<file path="config.mk">
export PLATFORM = sky130hd
export DESIGN_NAME = aux_watchdog_timer
export DESIGN_NICKNAME = d
export VERILOG_FILES = /design/src/aux_watchdog_pkg.sv /design/src/wdt_edge_pulse.sv /design/src/wdt_unit_tick.sv /design/src/aux_watchdog_timer.sv
export VERILOG_INCLUDE_DIRS = /design/src /design/src/src
export SDC_FILE = /design/constraint.sdc
export NUM_CORES = 1
export LEC_CHECK = 0
export CAP_MARGIN = 20
export CORE_ASPECT_RATIO = 1.75
export CORE_MARGIN = 4
export CORE_UTILIZATION = 33
export CTS_CLUSTER_SIZE = 14
export DETAILED_ROUTE_END_ITERATION = 7
export DONT_BUFFER_PORTS = 1
export PLACE_DENSITY_LB_ADDON = 0.3
export SLEW_MARGIN = 10
export SYNTH_ARGS = -nofsm -noshare
export SYNTH_HDL_FRONTEND = slang
export SYNTH_SLANG_ARGS = --single-unit
</file>
<file path="constraint.sdc">
create_clock -name i_clk_sys -period 4.7 [get_ports i_clk_sys]
set_clock_uncertainty 0.1 [all_clocks]
set_input_delay 1.41 -clock i_clk_sys [delete_from_list [all_inputs] [get_ports i_clk_sys]]
set_output_delay 1.41 -clock i_clk_sys [all_outputs]
set_load 0.05 [all_outputs]
</file>
<file path="src/aux_watchdog_cfg.svh">
`ifndef AUX_WATCHDOG_CFG_SVH
`define AUX_WATCHDOG_CFG_SVH

// Register offsets in the auxiliary logical device
`define WD_REG_UNITS      8'hf1
`define WD_REG_PERIOD     8'hf2
`define WD_REG_SOURCES    8'hf3
`define WD_REG_CTRL       8'hf4
`define WD_REG_INT_STATUS 8'hf5
`define WD_REG_INT_CLEAR  8'hf6
`define WD_REG_INT_ENABLE 8'hf7

// Field positions
`define WD_UNITS_BIT      7
`define WD_SRC_GAME_BIT   0
`define WD_SRC_KBD_BIT    1
`define WD_SRC_MOUSE_BIT  2
`define WD_MAP_HI         7
`define WD_MAP_LO         4
`define WD_CTRL_FLAG_BIT  0
`define WD_CTRL_FORCE_BIT 2
`define WD_CTRL_LINE_BIT  3
`define WD_EV_COUNT_BIT   0
`define WD_EV_SOFT_BIT    1
`define WD_EV_LINE_BIT    2

// Values
`define WD_RST_BYTE       8'h00
`define WD_RST_EVENTS     3'h0
`define WD_RST_LINES      16'h0000
`define WD_PERIOD_OFF     8'h00
`define WD_COUNT_LAST     8'h01
`define WD_MAP_OFF        4'h0
`define WD_MAP_INVALID    4'h2
`define WD_IRQ_ONE        16'h0001
`define WD_SRC_KEEP       8'hf7

// Timing
`define WD_CLK_PERIOD_NS  20
`define WD_SECOND_NS      1000000000
`define WD_SECS_PER_MIN   60
`define WD_CLKS_PER_SEC   (`WD_SECOND_NS / `WD_CLK_PERIOD_NS)

`endif

</file>
<file path="src/aux_watchdog_pkg.sv">
package aux_watchdog_pkg;

    typedef enum logic [2:0] {
        WD_IDLE    = 3'b001,
        WD_COUNT   = 3'b010,
        WD_EXPIRED = 3'b100
    } wd_state_t;

    typedef logic [7:0] wd_byte_t;

endpackage

</file>
<file path="src/wdt_edge_pulse.sv">
`timescale 1ns/1ps

module wdt_edge_pulse (
    input  wire logic i_clk_sys,
    input  wire logic i_reset_n,
    input  wire logic i_level,
    input  wire logic i_enable,
    output logic      o_pulse
);

    logic level_q;

    always_ff @(posedge i_clk_sys) begin
        if (!i_reset_n) begin
            level_q <= 1'b0;
        end else begin
            level_q <= i_level;
        end
    end

    // One pulse per rising edge, however long the level stays high
    assign o_pulse = i_enable & i_level & ~level_q;

endmodule

</file>
<file path="src/wdt_unit_tick.sv">
`timescale 1ns/1ps
`include "aux_watchdog_cfg.svh"

module wdt_unit_tick #(
    parameter int CLKS_PER_SEC = `WD_CLKS_PER_SEC,
    parameter int SECS_PER_MIN = `WD_SECS_PER_MIN
) (
    input  wire logic i_clk_sys,
    input  wire logic i_reset_n,
    input  wire logic i_restart,
    input  wire logic i_seconds,
    output logic      o_tick
);

    localparam int CW = $clog2(CLKS_PER_SEC);
    localparam int MW = $clog2(SECS_PER_MIN);

    if (CLKS_PER_SEC < 2 || SECS_PER_MIN < 2) begin : g_bad
        $error("wdt_unit_tick: counts must be at least 2");
    end

    logic [CW-1:0] cyc_q;
    logic [MW-1:0] sec_q;
    logic          sec_tick;
    logic          min_tick;

    assign sec_tick = (cyc_q == CW'(CLKS_PER_SEC - 1));
    assign min_tick = sec_tick && (sec_q == MW'(SECS_PER_MIN - 1));

    // Restart clears the prescaler so a fresh period gets whole units
    always_ff @(posedge i_clk_sys) begin
        if (!i_reset_n || i_restart) begin
            cyc_q <= '0;
        end else if (sec_tick) begin
            cyc_q <= '0;
        end else begin
            cyc_q <= cyc_q + CW'(1);
        end
    end

    always_ff @(posedge i_clk_sys) begin
        if (!i_reset_n || i_restart) begin
            sec_q <= '0;
        end else if (min_tick) begin
            sec_q <= '0;
        end else if (sec_tick) begin
            sec_q <= sec_q + MW'(1);
        end
    end

    assign o_tick = i_seconds ? sec_tick : min_tick;
endmodule

</file>
<file path="src/aux_watchdog_timer.sv">
// What this block does
// - Bit 7 of the units register picks minutes when 0 (reset) and seconds when 1.
// - A period of zero keeps the watchdog disabled and no count time-out occurs.
// - A nonzero period is an unsigned count of 1 to 255 units before time-out.
// - With source bit 0 set, each game-port access restarts the count, else ignored.
// - With source bit 1 set, each keyboard interrupt restarts the count, else ignored.
// - With source bit 2 set, each mouse interrupt restarts the count, else ignored.
// - Source bits 7:4 name the IRQ line taking the time-out; 0000 is off, 0010 invalid.
// - Control bit 0 is a read/write flag that reads 1 after a time-out until software writes 0.
// - Writing 1 to control bit 2 forces a time-out and the bit clears itself.
// - With control bit 3 set, a rising edge on the reset-out line forces a time-out.
// - The software force still works while line forcing is enabled.
// - The reset-out line goes through an edge detector whose pulse is ORed with the force.
//
// Added by the designer: the plain strobed port.
`timescale 1ns/1ps
`include "aux_watchdog_cfg.svh"

module aux_watchdog_timer #(
    parameter int CLKS_PER_SEC = `WD_CLKS_PER_SEC
) (
    input  wire logic                      i_clk_sys,
    input  wire logic                      i_reset_n,
    input  wire logic [7:0]                i_addr,
    input  wire aux_watchdog_pkg::wd_byte_t i_wdata,
    input  wire logic                      i_wr,
    input  wire logic                      i_rd,
    output aux_watchdog_pkg::wd_byte_t     o_rdata,
    input  wire logic                      i_game_port_access,
    input  wire logic                      i_kbd_irq,
    input  wire logic                      i_mouse_irq,
    input  wire logic                      i_kbc_reset_out_line,
    output logic [15:0]                    o_irq_lines,
    output logic                           o_irq
);

    import aux_watchdog_pkg::*;

    ////////////////////////////////////////////////////////////////////////////////
    // Declarations

    logic      units_sec_q;
    wd_byte_t  period_q;
    wd_byte_t  sources_q;
    logic      line_en_q;
    logic      flag_q;
    wd_byte_t  count_q;
    wd_state_t state_q;
    logic [2:0] ev_status_q;
    logic [2:0] ev_enable_q;
    logic [15:0] irq_lines_q;
    wd_byte_t  rdata_q;

    logic       wr_units;
    logic       wr_period;
    logic       wr_sources;
    logic       wr_ctrl;
    logic       wr_ev_clear;
    logic       wr_ev_enable;
    logic       kbd_pulse;
    logic       mouse_pulse;
    logic       line_pulse;
    logic       game_restart;
    logic       restart;
    logic       reload;
    logic       tick;
    logic       soft_force;
    logic       force_evt;
    logic       count_evt;
    logic [3:0] irq_map;
    logic [2:0] ev_set;

    function automatic logic hit(input logic [7:0] addr, input logic [7:0] off);
        return addr == off;
    endfunction

    ////////////////////////////////////////////////////////////////////////////////
    // Register decode

    assign wr_units     = i_wr && hit(i_addr, `WD_REG_UNITS);
    assign wr_period    = i_wr && hit(i_addr, `WD_REG_PERIOD);
    assign wr_sources   = i_wr && hit(i_addr, `WD_REG_SOURCES);
    assign wr_ctrl      = i_wr && hit(i_addr, `WD_REG_CTRL);
    assign wr_ev_clear  = i_wr && hit(i_addr, `WD_REG_INT_CLEAR);
    assign wr_ev_enable = i_wr && hit(i_addr, `WD_REG_INT_ENABLE);

    always_ff @(posedge i_clk_sys) begin
        if (!i_reset_n) begin
            units_sec_q <= 1'b0;
        end else if (wr_units) begin
            units_sec_q <= i_wdata[`WD_UNITS_BIT];
        end
    end

    always_ff @(posedge i_clk_sys) begin
        if (!i_reset_n) begin
            period_q <= `WD_RST_BYTE;
        end else if (wr_period) begin
            period_q <= i_wdata;
        end
    end

    // Bit 3 is reserved and never stored
    always_ff @(posedge i_clk_sys) begin
        if (!i_reset_n) begin
            sources_q <= `WD_RST_BYTE;
        end else if (wr_sources) begin
            sources_q <= i_wdata & `WD_SRC_KEEP;
        end
    end

    // Upper control bits are not stored, so nonzero writes there do no harm
    always_ff @(posedge i_clk_sys) begin
        if (!i_reset_n) begin
            line_en_q <= 1'b0;
        end else if (wr_ctrl) begin
            line_en_q <= i_wdata[`WD_CTRL_LINE_BIT];
        end
    end

    ////////////////////////////////////////////////////////////////////////////////
    // Restart and force sources

    wdt_edge_pulse u_kbd_edge (
        .i_clk_sys (i_clk_sys),
        .i_reset_n (i_reset_n),
        .i_level   (i_kbd_irq),
        .i_enable  (sources_q[`WD_SRC_KBD_BIT]),
        .o_pulse   (kbd_pulse)
    );

    wdt_edge_pulse u_mouse_edge (
        .i_clk_sys (i_clk_sys),
        .i_reset_n (i_reset_n),
        .i_level   (i_mouse_irq),
        .i_enable  (sources_q[`WD_SRC_MOUSE_BIT]),
        .o_pulse   (mouse_pulse)
    );

    wdt_edge_pulse u_line_edge (
        .i_clk_sys (i_clk_sys),
        .i_reset_n (i_reset_n),
        .i_level   (i_kbc_reset_out_line),
        .i_enable  (line_en_q),
        .o_pulse   (line_pulse)
    );

    assign game_restart = i_game_port_access && sources_q[`WD_SRC_GAME_BIT];
    assign restart      = game_restart || kbd_pulse || mouse_pulse;
    assign reload       = wr_period || restart;

    // Force bit is never stored, which makes it self-clearing
    assign soft_force = wr_ctrl && i_wdata[`WD_CTRL_FORCE_BIT];
    assign force_evt  = soft_force || line_pulse;

    ////////////////////////////////////////////////////////////////////////////////
    // Unit prescaler and countdown

    wdt_unit_tick #(
        .CLKS_PER_SEC (CLKS_PER_SEC),
        .SECS_PER_MIN (`WD_SECS_PER_MIN)
    ) u_tick (
        .i_clk_sys (i_clk_sys),
        .i_reset_n (i_reset_n),
        .i_restart (reload),
        .i_seconds (units_sec_q),
        .o_tick    (tick)
    );

    assign count_evt = (state_q == WD_COUNT) && tick && !reload
                       && (period_q != `WD_PERIOD_OFF) && (count_q == `WD_COUNT_LAST);

    always_ff @(posedge i_clk_sys) begin
        if (!i_reset_n) begin
            state_q <= WD_IDLE;
            count_q <= `WD_RST_BYTE;
        end else if (wr_period) begin
            count_q <= i_wdata;
            state_q <= (i_wdata == `WD_PERIOD_OFF) ? WD_IDLE : WD_COUNT;
        end else if (period_q == `WD_PERIOD_OFF) begin
            state_q <= WD_IDLE;
        end else if (restart) begin
            count_q <= period_q;
            state_q <= WD_COUNT;
        end else begin
            unique case (state_q)
                WD_IDLE: begin
                    state_q <= WD_IDLE;
                end
                WD_COUNT: begin
                    if (count_evt) begin
                        count_q <= `WD_RST_BYTE;
                        state_q <= WD_EXPIRED;
                    end else if (tick) begin
                        count_q <= count_q - `WD_COUNT_LAST;
                    end
                end
                WD_EXPIRED: begin
                    state_q <= WD_EXPIRED;
                end
            endcase
        end
    end

    ////////////////////////////////////////////////////////////////////////////////
    // Time-out flag and IRQ routing

    // A time-out in the same cycle as a software clear keeps the flag set
    always_ff @(posedge i_clk_sys) begin
        if (!i_reset_n) begin
            flag_q <= 1'b0;
        end else if (count_evt || force_evt) begin
            flag_q <= 1'b1;
        end else if (wr_ctrl) begin
            flag_q <= i_wdata[`WD_CTRL_FLAG_BIT];
        end
    end

    assign irq_map = sources_q[`WD_MAP_HI:`WD_MAP_LO];

    // Invalid code 0010 routes nowhere rather than to a line in use elsewhere
    always_ff @(posedge i_clk_sys) begin
        if (!i_reset_n) begin
            irq_lines_q <= `WD_RST_LINES;
        end else if (flag_q && irq_map != `WD_MAP_OFF && irq_map != `WD_MAP_INVALID) begin
            irq_lines_q <= `WD_IRQ_ONE << irq_map;
        end else begin
            irq_lines_q <= `WD_RST_LINES;
        end
    end

    assign o_irq_lines = irq_lines_q;

    ////////////////////////////////////////////////////////////////////////////////
    // Event status, clear and enable

    assign ev_set = {line_pulse, soft_force, count_evt};

    always_ff @(posedge i_clk_sys) begin
        if (!i_reset_n) begin
            ev_status_q <= `WD_RST_EVENTS;
        end else if (wr_ev_clear) begin
            ev_status_q <= (ev_status_q & ~i_wdata[`WD_EV_LINE_BIT:`WD_EV_COUNT_BIT]) | ev_set;
        end else begin
            ev_status_q <= ev_status_q | ev_set;
        end
    end

    always_ff @(posedge i_clk_sys) begin
        if (!i_reset_n) begin
            ev_enable_q <= `WD_RST_EVENTS;
        end else if (wr_ev_enable) begin
            ev_enable_q <= i_wdata[`WD_EV_LINE_BIT:`WD_EV_COUNT_BIT];
        end
    end

    assign o_irq = |(ev_status_q & ev_enable_q);

    ////////////////////////////////////////////////////////////////////////////////
    // Read data, one cycle after the strobe

    always_ff @(posedge i_clk_sys) begin
        if (!i_reset_n) begin
            rdata_q <= `WD_RST_BYTE;
        end else if (i_rd) begin
            rdata_q <= `WD_RST_BYTE;
            if (hit(i_addr, `WD_REG_UNITS)) begin
                rdata_q[`WD_UNITS_BIT] <= units_sec_q;
            end
            if (hit(i_addr, `WD_REG_PERIOD)) begin
                rdata_q <= period_q;
            end
            if (hit(i_addr, `WD_REG_SOURCES)) begin
                rdata_q <= sources_q;
            end
            if (hit(i_addr, `WD_REG_CTRL)) begin
                rdata_q[`WD_CTRL_FLAG_BIT] <= flag_q;
                rdata_q[`WD_CTRL_LINE_BIT] <= line_en_q;
            end
            if (hit(i_addr, `WD_REG_INT_STATUS)) begin
                rdata_q[`WD_EV_LINE_BIT:`WD_EV_COUNT_BIT] <= ev_status_q;
            end
            if (hit(i_addr, `WD_REG_INT_ENABLE)) begin
                rdata_q[`WD_EV_LINE_BIT:`WD_EV_COUNT_BIT] <= ev_enable_q;
            end
        end else begin
            rdata_q <= `WD_RST_BYTE;
        end
    end

    assign o_rdata = rdata_q;
endmodule

</file>
==> run_results.csv <==
group,metric,value,unit
clock_network,cts_tree,"built",
logic_synthesis,syn_avg_cell_area,8.89,um^2
logic_synthesis,ys_async_sr_fraction,0,%
placement,dp_cells,609,
sta,rsz0062_at_grt,"false",
power_and_ir_drop,sw_frac_of_total,22.5,%
global_routing,grt_pass1_vias,3247,
final_layout,nNetsFinal,483,
global_routing,antenna_found_initial,0,
global_routing,grt_pass1_wl,16300,um
clock_network,clkSinkCount,94,
logic_synthesis,synth.area.top_cells,"dfxtp_1 (46%), nor2_1 (7.1%), nand2_1 (4.6%), xor2_1 (4.3%), mux2i_1 (3.9%)",
die,die_height,155,um
final_layout,n_antenna_cell,0,
clock_network,hold_buffers,0,
final_layout,final_common_cell,"dfxtp_1",
clock_network,post_cts_resized,0,
logic_synthesis,ys_seq_elements,94,
sta,worst_pin_slew,0.749,ns
logic_synthesis,syn_inst,457,
sta,slew_headroom,49.8,%
power_and_ir_drop,cell_internal_pwr,1.23,mW
route,dr.pass1.iters,4,
worst_setup_path,cp_max_fo,26,
final_layout,stdcell_count,625,
power_and_ir_drop,p_sw,0.358,mW
die,rows,53,
worst_setup_path,start_kind,"primary input",
clock_network,clockBufferDepth,2,
worst_setup_path,arrival,3.25,ns
worst_setup_path,crit_type,"primary input to flop",
power_and_ir_drop,p_leak,1.65,nW
placement,hpwl,7720,um
sta,fin_crit_sh,66.7,%
run_status,status,"finished clean",
final_layout,drive_above_1_share,6.09,%
logic_synthesis,yosys.area.top_type,"dfxtp_1",
job,maxCapViolCount,0,
sta,hold_viol_final,0,
clock_network,cts-root-buf,"clkbuf_16",
global_routing,grt-ovfl-total,0,
placement,gp_congestion,0.902,
sta,drv_slew,0,
route,drc,0,
placement,io_buffers,0,
logic_synthesis,yosys_warnings,0,
sta,setup_viol,0,
die,start_util,33.7,%
clock_network,h-tree-depth,3,
final_layout,area_delta_synth_final,11.3,%
die,ios,49,
clock_network,post-cts-setup-buffer-count,0,
logic_synthesis,synth_ff_type,"dfxtp_1",
power_and_ir_drop,power_frac_clock,47.7,%
power_and_ir_drop,power.density,352,nW/um^2
power_and_ir_drop,p_seq_share,50.7,%
worst_setup_path,critPathCaptureType,"flop",
logic_synthesis,syn_area,4060,um^2
sta,fin_tns_setup,0,ns
route,via_per_inst,5.20,
hold_path,holdPathStages,1,
clock_network,clk_pin_slew,0.07,ns
global_routing,grt_usage,14.6,%
route,drtAntennaViolNets,0,
sta,period_minus_slack,3.14,ns
die,die-area,14200,um^2
clock_network,clock_latency,0.34,ns
die,die_width,91.9,um
route,routed-via-count,3253,
die,coreArea,12100,um^2
power_and_ir_drop,ir_worst_vdd,0.159,mV
hold_path,hold_path_class,"flop to flop",
clock_network,numCtsBuffers,9,
logic_synthesis,synth_edf_count,0,
worst_setup_path,crit_required,4.81,ns
route,wirelength,10100,um
worst_setup_path,ff2ff_path_depth,6,
global_routing,grt_max_degree,33,
power_and_ir_drop,comb_power_share,1.7,%
route,dr.first_iter.drc_count,185,
route,wl_per_cell,16.2,um
logic_synthesis,netlist.area_leader.share,46.3,%
final_layout,layout_common_cells,"dfxtp_1 (94), nor2_1 (77), nand2_1 (50)",
sta,fmax,319,MHz
logic_synthesis,synth_cell_types,57,
logic_synthesis,ys_seq_area_share,46.3,%
[power by group through the flow]
stage	Combinational [mW]	Clock, mW	Sequential, mW
after floorplan	0.0266	0	0.825
after CTS	0.0268	0.779	0.807
after global placement	0.0260	0	0.826
final	0.0266	0.759	0.807
after detailed placement	0.0265	0	0.826
after global routing	0.0299	0.807	0.808
[synthesized netlist by cell type, types with 2 or more instances]
| library cell | instances |
|---|---|
| xor2_1 | 20 |
| xnor2_1 | 10 |
| ha_1 | 4 |
| or3_1 | 2 |
| and4_1 | 3 |
| and2_1 | 6 |
| a22o_1 | 3 |
| clkbuf_1 | 12 |
| buf_6 | 2 |
| nor2_1 | 77 |
| nor3b_1 | 2 |
| nor4_1 | 8 |
| nand2_1 | 50 |
| a21oi_1 | 20 |
| nand3b_1 | 3 |
| a31oi_1 | 5 |
| nand3_1 | 13 |
| nand4_1 | 14 |
| a221oi_1 | 2 |
| a222oi_1 | 2 |
| nor4bb_1 | 3 |
| mux2_2 | 2 |
| o21ai_0 | 7 |
| nand4b_1 | 6 |
| o211a_1 | 2 |
| o22ai_1 | 2 |
| a21boi_0 | 3 |
| dfxtp_1 | 94 |
| a21o_1 | 2 |
| nor4_2 | 2 |
| and3_1 | 7 |
| nor3_1 | 10 |
| a22oi_1 | 6 |
| nand2b_1 | 2 |
| a41oi_1 | 2 |
| mux2i_1 | 16 |
| inv_1 | 13 |
[worst max-delay path: stages]
cell     delay, ns
nand4_1       0.20
nor4b_4       0.55
a21oi_1       0.33
nand2_1       0.20
or2_2         0.44
nor2_1        0.10
[worst paths after layout]
path,start,slack (ns),end
setup reg to reg,period_q[1],2.24,count_q[4]
setup / recovery,i_addr[6],1.56,u_tick.cyc_q[25]
hold / removal,u_tick.cyc_q[0],0.37,u_tick.cyc_q[0]
hold reg to reg,u_tick.cyc_q[0],0.37,u_tick.cyc_q[0]
[metrics by stage]
step / power, mW / instance area [um^2] / hold slack [ns] / worst slack (ns) / util (%)
2_1_floorplan: 0.852 / 4070 / 0.330 / 1.35 / -
3_3_place_gp: 0.852 / 4210 / 0.338 / 1.30 / 34.9
3_5_place_dp: 0.852 / 4210 / 0.354 / 1.20 / 34.9
4_1_cts: 1.61 / 4520 / 0.370 / 1.57 / 37.5
5_1_grt: 1.64 / 4520 / 0.399 / 1.32 / 37.5
6_report: 1.59 / 4520 / 0.372 / 1.56 / 37.5
[sequential cells by signal (all words and copies together), names as in the netlist, 3 cells and up]
signal / cells
state_q: 3
u_tick.sec_q: 6
ev_status_q: 3
sources_q: 7
ev_enable_q: 3
period_q: 8
o_irq_lines: 16
u_tick.cyc_q: 26
count_q: 8
o_rdata: 8
[cell families after synthesis]
group           count (synthesis)  synth area share (%)
simple gates                  217                  27.1
fa+ha+maj                       4                  1.23
flops                          94                  46.3
xor+xnor                       30                  6.47
other cells                     1                0.0923
buf+inv                        28                  2.99
compound gates                 65                  11.4
mux                            18                  4.49
[cell type report]
type | count | area [um^2]
clock buffers | 9 | 225
repair buffers | 1 | 7.51
well taps | 165 | 206
inverters | 13 | 48.8
fillers | 1246 | 7540
flip-flops and latches | 94 | 1880
multi-input cells | 336 | 2060
clock inverters | 7 | 90.1
[per-layer routing]
metal	up-vias	global-route usage (%)	wire (um)
met5	-	0	0
met2	83	28.0	5610
met4	0	9.00	475
met1	1535	13.3	3540
met3	27	3.84	514
li1	1608	-	-
No activity file was read; power rests on OpenSTA's default activity.
